[config.mk]
export PLATFORM = sky130hd
export DESIGN_NAME = drc_refresh_ctrl
export DESIGN_NICKNAME = d
export VERILOG_FILES = /design/src/verilog/drc_pkg.sv /design/src/verilog/drc_refresh_ctrl.sv
export VERILOG_INCLUDE_DIRS = /design/src /design/src/verilog
export SDC_FILE = /design/constraint.sdc
export NUM_CORES = 1
export LEC_CHECK = 0
export ABC_AREA = 1
export BUFFER_PORTS_ARGS = -buffer_cell sky130_fd_sc_hd__buf_2
export CORE_MARGIN = 5
export CORE_UTILIZATION = 54
export DETAILED_ROUTE_END_ITERATION = 10
export GPL_TIMING_DRIVEN = 0
export PLACE_DENSITY = 0.8
export SYNTH_ARGS = -nofsm -noshare
export SYNTH_HDL_FRONTEND = slang
export SYNTH_SLANG_ARGS = --single-unit
export TNS_END_PERCENT = 100
[constraint.sdc]
create_clock -name i_ref_clk -period 1.7 [get_ports i_ref_clk]
set_input_delay 0.255 -clock i_ref_clk [delete_from_list [all_inputs] [get_ports i_ref_clk]]
set_output_delay 0.255 -clock i_ref_clk [all_outputs]
set_load 0.01 [all_outputs]
[src/verilog/drc_defs.svh]
// Purpose: Constants for the DRAM refresh control block
// Assumes: Classic Wishbone, 32-bit data, word-aligned registers
// Notes:   Offsets are byte addresses
// Behaviour
// - Bank-active clear: precharge after every access
// - Bank-active set, DRAM: row strobe held
// - Bank-active SDRAM only area 3; area 2 precharges
// - DRAM column width from two low mux bits
// - SDRAM geometry from three-bit mux code
// - Width select sets DRAM data width, ignores area
// - Refresh only while refresh enable set
// - Normal refresh issued at interval timer rate
// - Refresh waits for running external access end
// - Self refresh entered now or after SDRAM access
// - Timer requests discarded during self refresh
// - Control/status upper byte reads zero
// - Match flag set when counter equals constant
// - Flag clears by zero write after read
// - Interrupt only when match enable set
// - Tick select stops or divides peripheral clock
// - Burst count of refreshes per match
// - Counter clears on match, wraps after 255
// - Pending request held, replaced at next match
// - Interrupt held until flag clear; request kept
`ifndef DRC_DEFS_SVH
`define DRC_DEFS_SVH
`define DRC_OFF_MEMCTL   4'h0
`define DRC_OFF_TMRCSR   4'h4
`define DRC_OFF_CNT      4'h8
`define DRC_OFF_CONST    4'hc
`define DRC_MEMCTL_RST   16'h0000
`define DRC_TMRCSR_RST   16'h0000
`define DRC_BIT_BANK_ACT 9
`define DRC_BIT_MUX_HI   7
`define DRC_BIT_WIDTH    6
`define DRC_BIT_MUX_MID  5
`define DRC_BIT_MUX_LO   4
`define DRC_BIT_REF_EN   3
`define DRC_BIT_REF_KIND 2
`define DRC_BIT_FLAG     7
`define DRC_BIT_IE       6
`define DRC_TICK_SEL_HI  5
`define DRC_TICK_SEL_LO  3
`define DRC_BURST_SEL_HI 2
`define DRC_BURST_SEL_LO 0
`define DRC_PRESC_W    12
`define DRC_CNT_MAX    8'hff
`endif

[src/verilog/drc_pkg.sv]
// Purpose: Types for the DRAM refresh control block
// Assumes: Nothing beyond the defs header
// Notes:   Bundles carried between the core and the memory sequencer
package drc_pkg;
  typedef enum logic [2:0] {
    DRC_IDLE  = 3'b001,
    DRC_BURST = 3'b010,
    DRC_SELF  = 3'b100
  } drc_state_t;

  typedef struct packed {
    logic       bank_active_hold;
    logic       row_strobe_hold;
    logic       sdram_auto_precharge;
    logic [3:0] col_addr_bits;
    logic [2:0] sdram_geometry;
    logic       geometry_reserved;
    logic       bus_is_32;
  } drc_cfg_t;

  typedef struct packed {
    logic refresh_cmd;
    logic self_refresh;
    logic busy;
  } drc_ref_t;
endpackage

[src/verilog/drc_refresh_ctrl.sv]
// Purpose: Memory config decode, refresh interval timer and refresh issue
// Assumes: One peripheral clock; sequencer acknowledges each refresh
// Notes:   Registers on classic Wishbone; unmapped reads return zero
//
// The register offsets and register access over Wishbone are this design's own decisions.
`timescale 1ns/1ns
`include "drc_defs.svh"
module drc_refresh_ctrl
  import drc_pkg::*;
#(
  parameter int PRESC_W = `DRC_PRESC_W
) (
  input  wire logic        i_ref_clk,
  input  wire logic        i_nrst,
  input  wire logic        i_wb_cyc,
  input  wire logic        i_wb_stb,
  input  wire logic        i_wb_we,
  input  wire logic [3:0]  i_wb_adr,
  input  wire logic [3:0]  i_wb_sel,
  input  wire logic [31:0] i_wb_dat,
  output logic [31:0]      o_wb_dat,
  output logic             o_wb_ack,
  input  wire logic        i_area_is_sdram,
  input  wire logic        i_area3,
  input  wire logic        i_ext_access,
  input  wire logic        i_sdram_access,
  input  wire logic        i_refresh_done,
  output drc_cfg_t         o_cfg,
  output drc_ref_t         o_ref,
  output logic             o_match_irq
);
  logic [15:0]        memctl_q, memctl_d;
  logic [7:0]         csr_q, csr_d;
  logic [7:0]         cnt_q, cnt_d, const_q, const_d;
  logic               rd_seen_q, rd_seen_d;
  logic               ack_q, ack_d;
  logic [31:0]        dat_q, dat_d;
  logic [PRESC_W-1:0] presc_q, presc_d;
  logic               req_q, req_d;
  logic [3:0]         left_q, left_d;
  logic               cmd_q, cmd_d;
  drc_state_t         st_q, st_d;
  drc_cfg_t           cfg_q, cfg_d;
  logic               tick, match, wr, rd, self_req;
  logic [2:0]         tick_sel, burst_sel, addr_mux;
  logic [3:0]         burst_n;

  assign tick_sel  = csr_q[`DRC_TICK_SEL_HI:`DRC_TICK_SEL_LO];
  assign burst_sel = csr_q[`DRC_BURST_SEL_HI:`DRC_BURST_SEL_LO];
  assign addr_mux  = {memctl_q[`DRC_BIT_MUX_HI], memctl_q[`DRC_BIT_MUX_MID],
                      memctl_q[`DRC_BIT_MUX_LO]};
  assign wr  = i_wb_cyc & i_wb_stb & i_wb_we & ~ack_q;
  assign rd  = i_wb_cyc & i_wb_stb & ~i_wb_we & ~ack_q;

  // Prescaler runs free so a select change never resets the phase
  always_comb begin
    presc_d = presc_q + 1'b1;
    case (tick_sel)
      3'd1:    tick = &presc_q[1:0];
      3'd2:    tick = &presc_q[3:0];
      3'd3:    tick = &presc_q[5:0];
      3'd4:    tick = &presc_q[7:0];
      3'd5:    tick = &presc_q[9:0];
      3'd6:    tick = &presc_q[10:0];
      3'd7:    tick = &presc_q[11:0];
      default: tick = 1'b0;
    endcase
  end

  assign match = (cnt_q == const_q);

  always_comb begin
    case (burst_sel)
      3'd0:    burst_n = 4'd1;
      3'd1:    burst_n = 4'd2;
      3'd2:    burst_n = 4'd4;
      3'd3:    burst_n = 4'd6;
      default: burst_n = 4'd8;
    endcase
  end

  // Register file and bus answer
  always_comb begin
    memctl_d  = memctl_q;
    csr_d     = csr_q;
    const_d   = const_q;
    rd_seen_d = rd_seen_q;
    ack_d     = i_wb_cyc & i_wb_stb & ~ack_q;
    dat_d     = dat_q;
    cnt_d     = cnt_q;
    if (tick) begin
      if (match || cnt_q == `DRC_CNT_MAX) begin
        cnt_d = 8'h00;
      end else begin
        cnt_d = cnt_q + 8'h01;
      end
    end
    if (rd) begin
      case (i_wb_adr)
        `DRC_OFF_MEMCTL: dat_d = {16'h0000, memctl_q};
        `DRC_OFF_TMRCSR: dat_d = {24'h000000, csr_q};
        `DRC_OFF_CNT:   dat_d = {24'h000000, cnt_q};
        `DRC_OFF_CONST: dat_d = {24'h000000, const_q};
        default:        dat_d = 32'h00000000;
      endcase
      if (i_wb_adr == `DRC_OFF_TMRCSR && csr_q[`DRC_BIT_FLAG]) begin
        rd_seen_d = 1'b1;
      end
    end
    if (wr) begin
      case (i_wb_adr)
        `DRC_OFF_MEMCTL: begin
          if (i_wb_sel[0]) memctl_d[7:0] = i_wb_dat[7:0];
          if (i_wb_sel[1]) memctl_d[15:8] = i_wb_dat[15:8];
        end
        `DRC_OFF_TMRCSR: begin
          if (i_wb_sel[0]) begin
            csr_d[6:0] = i_wb_dat[6:0];
            if (!i_wb_dat[`DRC_BIT_FLAG] && rd_seen_q) begin
              csr_d[`DRC_BIT_FLAG] = 1'b0;
              rd_seen_d = 1'b0;
            end
          end
        end
        `DRC_OFF_CNT: begin
          if (i_wb_sel[0]) cnt_d = i_wb_dat[7:0];
        end
        `DRC_OFF_CONST: begin
          if (i_wb_sel[0]) const_d = i_wb_dat[7:0];
        end
        default: begin
        end
      endcase
    end
    if (tick && match) begin
      csr_d[`DRC_BIT_FLAG] = 1'b1;
    end
  end

  // Refresh scheduling
  assign self_req = memctl_q[`DRC_BIT_REF_EN] & memctl_q[`DRC_BIT_REF_KIND];
  always_comb begin
    st_d   = st_q;
    req_d  = req_q;
    left_d = left_q;
    cmd_d  = 1'b0;
    if (tick && match && memctl_q[`DRC_BIT_REF_EN] && st_q != DRC_SELF) begin
      req_d = 1'b1;
    end
    if (!memctl_q[`DRC_BIT_REF_EN]) begin
      req_d = 1'b0;
    end
    case (st_q)
      DRC_IDLE: begin
        if (self_req && !i_sdram_access) begin
          st_d  = DRC_SELF;
          req_d = 1'b0;
        end else if (req_q && !self_req && !i_ext_access &&
                     memctl_q[`DRC_BIT_REF_EN]) begin
          st_d   = DRC_BURST;
          left_d = burst_n;
          req_d  = (tick && match) ? 1'b1 : 1'b0;
          cmd_d  = 1'b1;
        end
      end
      DRC_BURST: begin
        if (i_refresh_done) begin
          if (left_q <= 4'd1 || !memctl_q[`DRC_BIT_REF_EN]) begin
            st_d = DRC_IDLE;
          end else begin
            left_d = left_q - 4'd1;
            cmd_d  = 1'b1;
          end
        end
      end
      DRC_SELF: begin
        req_d = 1'b0;
        if (!self_req) begin
          st_d = DRC_IDLE;
        end
      end
      default: st_d = DRC_IDLE;
    endcase
  end

  // Configuration decode handed to the memory sequencer
  always_comb begin
    cfg_d = '0;
    cfg_d.bank_active_hold     = memctl_q[`DRC_BIT_BANK_ACT] & i_area_is_sdram & i_area3;
    cfg_d.row_strobe_hold      = memctl_q[`DRC_BIT_BANK_ACT] & ~i_area_is_sdram;
    cfg_d.sdram_auto_precharge = ~cfg_d.bank_active_hold;
    cfg_d.col_addr_bits        = 4'd8 + {2'b00, addr_mux[1:0]};
    cfg_d.sdram_geometry       = addr_mux;
    cfg_d.geometry_reserved    = i_area_is_sdram ? (addr_mux == 3'b110) : addr_mux[2];
    cfg_d.bus_is_32            = memctl_q[`DRC_BIT_WIDTH];
  end

  always_ff @(posedge i_ref_clk or negedge i_nrst) begin
    if (!i_nrst) begin
      memctl_q  <= `DRC_MEMCTL_RST;
      csr_q     <= 8'h00;
      cnt_q     <= 8'h00;
      const_q   <= 8'h00;
      rd_seen_q <= 1'b0;
      ack_q     <= 1'b0;
      dat_q     <= 32'h00000000;
      presc_q   <= '0;
      req_q     <= 1'b0;
      left_q    <= 4'h0;
      cmd_q     <= 1'b0;
      st_q      <= DRC_IDLE;
      cfg_q     <= '0;
    end else begin
      memctl_q  <= memctl_d;
      csr_q     <= csr_d;
      cnt_q     <= cnt_d;
      const_q   <= const_d;
      rd_seen_q <= rd_seen_d;
      ack_q     <= ack_d;
      dat_q     <= dat_d;
      presc_q   <= presc_d;
      req_q     <= req_d;
      left_q    <= left_d;
      cmd_q     <= cmd_d;
      st_q      <= st_d;
      cfg_q     <= cfg_d;
    end
  end

  assign o_wb_ack          = ack_q;
  assign o_wb_dat          = dat_q;
  assign o_cfg             = cfg_q;
  // One driver for the whole bundle keeps strict tools content
  assign o_ref = '{refresh_cmd:  cmd_q,
                   self_refresh: (st_q == DRC_SELF),
                   busy:         (st_q == DRC_BURST)};
  // Interrupt follows the flag, so it stays up until software clears it
  assign o_match_irq = csr_q[`DRC_BIT_FLAG] & csr_q[`DRC_BIT_IE];
endmodule

==> flow_summary.json <==
{
  "pwr-share-comb_pct": 11.2,
  "fill_cells": 613,
  "coreArea_sq_mm": 0.00773,
  "critPathRequiredTime_ns": 1.96,
  "place_ws_ns": -0.147,
  "die_y_microns": 99.0,
  "detail-route-antenna-nets": 0,
  "gp_congestion": 0.896,
  "final_cell_area_sq_mm": 0.00528,
  "seqPwrFrac_pct": 51.6,
  "grt_pass1_wl_microns": 17000,
  "die-area_sq_mm": 0.00980,
  "die_w_microns": 99.0,
  "rsz0062_at_grt": "yes",
  "start_kind": "register",
  "syn-mean-instance-area_sq_um": 8.40,
  "p_sw_share_pct": 27.2,
  "status": "finished, violations left",
  "cts-buffers-inserted": 9,
  "seq_area_frac_synth_pct": 51.5,
  "maxCapViolations": 0,
  "ys_warn_count": 0,
  "totalWireLength_microns": 10600,
  "worstSkewPairLatency_ns": 0.37,
  "utilization_pct": 68.3,
  "tritoncts": "done",
  "cts_root_buffer": "clkbuf_8",
  "start_util_pct": 55.3,
  "grt_pass1_vias": 3532,
  "p_sw_mw": 1.21,
  "antenna_found_initial": 0,
  "cp.arrival_ns": 1.97,
  "worstMarginPinSlew_ns": 0.557,
  "cts_buffer_depth": 2,
  "viasPerCell": 5.15,
  "slew-limit-headroom_pct": 62.9,
  "min_path_type": "in2reg",
  "wl_met1_microns": 4460,
  "cts-htree-levels": 3,
  "multi_input_area_sq_mm": 0.00181,
  "finalClockSkew_ns": 0.0128,
  "grt_max_degree": 48,
  "io_pins": 99,
  "drc": 0,
  "finalCritPeriodShare_pct": 101,
  "setup-violations-final": 2,
  "overflow": 0,
  "fin_ws_ns": -0.0151,
  "leakage_nw": 2.83,
  "finalHoldViolations": 0,
  "initialDrtViolationCount": 255,
  "cp_max_fo": 5,
  "drt_first_pass_iters": 5,
  "internal_power_mw": 3.26,
  "finalCriticalPeriod_ns": 1.72,
  "slew_viol_final": 0,
  "wl_met3_microns": 802,
  "fmax_mhz": 583,
  "violations": "setup timing",
  "num_rows": 32,
  "vias": 3730,
  "netlist_area_sq_mm": 0.00428,
  "port_buffers": 63,
  "grt_use_total_pct": 21.8,
  "criticalPathCategory": "reg2reg",
  "ys_types": 40,
  "drive_above_1_share_pct": 26.0,
  "clkPwrFrac_pct": 37.2,
  "regArea_sq_mm": 0.00220,
  "wl_met2_microns": 5080,
  "routedWlPerCell_microns": 14.7,
  "critical_path.endpoint_type": "register",
  "diodes": 0,
  "syn_inst": 509,
  "area_growth_pct": 23.4,
  "clk_pin_slew_ns": 0.10,
  "ir_worst_vdd_uv": 520,
  "synth_seq_cells": 88,
  "p_per_area_mw_per_mm2": 847,
  "place_area_sq_mm": 0.00481,
  "top_layer": "met4",
  "place_hpwl_microns": 7550,
  "clock_sinks": 88,
  "final_nets": 671
}
## cell families after synthesis
kind of cell               synth area share [%]
xor gates and xnor gates                   3.25
and+or+nand+nor                            23.9
DFF                                        51.5
AOI/OAI and AO/OA                          8.72
adders and majority gates                  1.17
muxes                                      1.58
buffers and inverters                      9.71
other                                     0.176
## cell usage after synthesis
cell,n,area (sq um)
a21boi_0,1,7.51
nand4_1,4,25.0
nor2_4,2,22.5
conb_1,2,7.51
xnor2_1,7,61.3
xor2_1,7,61.3
clkbuf_1,4,15.0
nor4_1,1,6.26
inv_1,59,221
nand2_4,1,11.3
o21ai_0,46,230
o31ai_1,1,7.51
nor3_2,1,10.0
dfstp_2,1,26.3
nand2_1,156,586
buf_4,20,150
or2_2,1,6.26
nand3_2,2,20.0
nor3_1,4,20.0
xor2_2,1,16.3
clkbuf_2,1,5.00
ha_1,4,50.1
o2111ai_1,3,26.3
o211ai_1,3,22.5
nand4_2,1,12.5
o22ai_1,1,6.26
nand3_1,31,155
a22oi_1,1,7.51
o32ai_1,1,8.76
nor2_2,3,18.8
o21ai_1,1,5.00
dfrtp_1,87,2180
mux2_2,6,67.6
a31oi_1,1,6.26
clkinv_1,1,3.75
a21oi_1,9,45.0
nor2_1,29,109
buf_2,1,5.00
buf_8,1,15.0
nand2_2,3,18.8
## worst max-delay path, cell delays in order, from the launching register on
cell     delay, ns
dfrtp_2       0.46
ha_1          0.22
nand2_1       0.10
nor2_1        0.23
nand3_1       0.16
nand2_1       0.10
nand2_1       0.08
nand2_2       0.11
inv_1         0.07
nand2_1       0.06
nand2_1       0.04
## sequential cells by signal, indices dropped and copies added, names as in the netlist
signal,flops
o_wb_ack,1
presc_q,12
const_q,8
cnt_q,8
o_wb_dat,16
req_q,1
rd_seen_q,1
left_q,4
memctl_q,16
csr_q,8
o_cfg,9
cmd_q,1
st_q,3
## power groups by stage
stage               combinational, mW  clock [mW]  sequential [mW]
CTS                             0.492        1.67             2.30
global route                    0.570        1.77             2.32
finish                          0.502        1.66             2.31
detailed placement              0.484           0             2.34
floorplan                       0.282           0             2.33
global placement                0.463           0             2.34
## routing by layer
layer  track usage, %  vias to the layer above
met5                0                        -
met4             8.30                        0
met3             4.88                       25
met2             34.1                      154
met1             29.7                     1758
li1                 -                     1793
## path summary, 6_finish.rpt
kind / startpoint / endpoint / slack (ns) / cells after the start
worst max-delay path: cnt_q[0] / cnt_q[7] / -0.02 / 10
worst min-delay path: i_area_is_sdram / o_cfg[10] / 0.07 / 2
worst max register to register: cnt_q[0] / cnt_q[7] / -0.02 / 10
worst min register to register: memctl_q[7] / o_cfg[4] / 0.42 / 0
max in group asynchronous: i_nrst / cnt_q[4] / 0.66 / 3
min in group asynchronous: i_nrst / presc_q[9] / 0.41 / 2
## per-stage QoR
step / TNS (ns) / power (mW) / hold WS, ns / instances
floorplan: 0 / 2.61 / -0.0406 / 525
global placement: -32.02 / 2.80 / 0.395 / 690
detailed placement: -0.461 / 2.83 / 0.279 / 691
CTS: 0 / 4.46 / 0.0614 / 711
global route: -0.907 / 4.66 / 0.0617 / 724
finish: -0.0249 / 4.47 / 0.0655 / 724
## area by class of cell
class	instances	share of cell area [%]
flip-flops and latches	88	41.8
multi-input cells	351	34.2
repair buffers	80	9.34
inverters	60	4.27
plain buffers	27	3.70
well taps	102	2.42
clock buffers	9	2.35
clock inverters	7	1.94
## cell usage in the layout (no fill, tap or decap), drive strengths merged, types with 8 or more instances in the layout
cell / netlist / layout
nor2: 34 / 34
nand2: 160 / 161
clkbuf: 5 / 14
inv: 59 / 63
nand3: 33 / 33
buf: 22 / 101
conb: 2 / 18
dfrtp: 87 / 87
xor2: 8 / 8
a21oi: 9 / 9
o21ai: 47 / 47
## what timing repair did
item,in CTS,in global routing
setup buffers,3,11
resized for setup,5,33
hold buffers,1,0
cloned,0,2
endpoints found under the hold margin,40,0
setup endpoints to repair,11,41
pin swaps,2,17
Power figures use the tool's default switching activity.
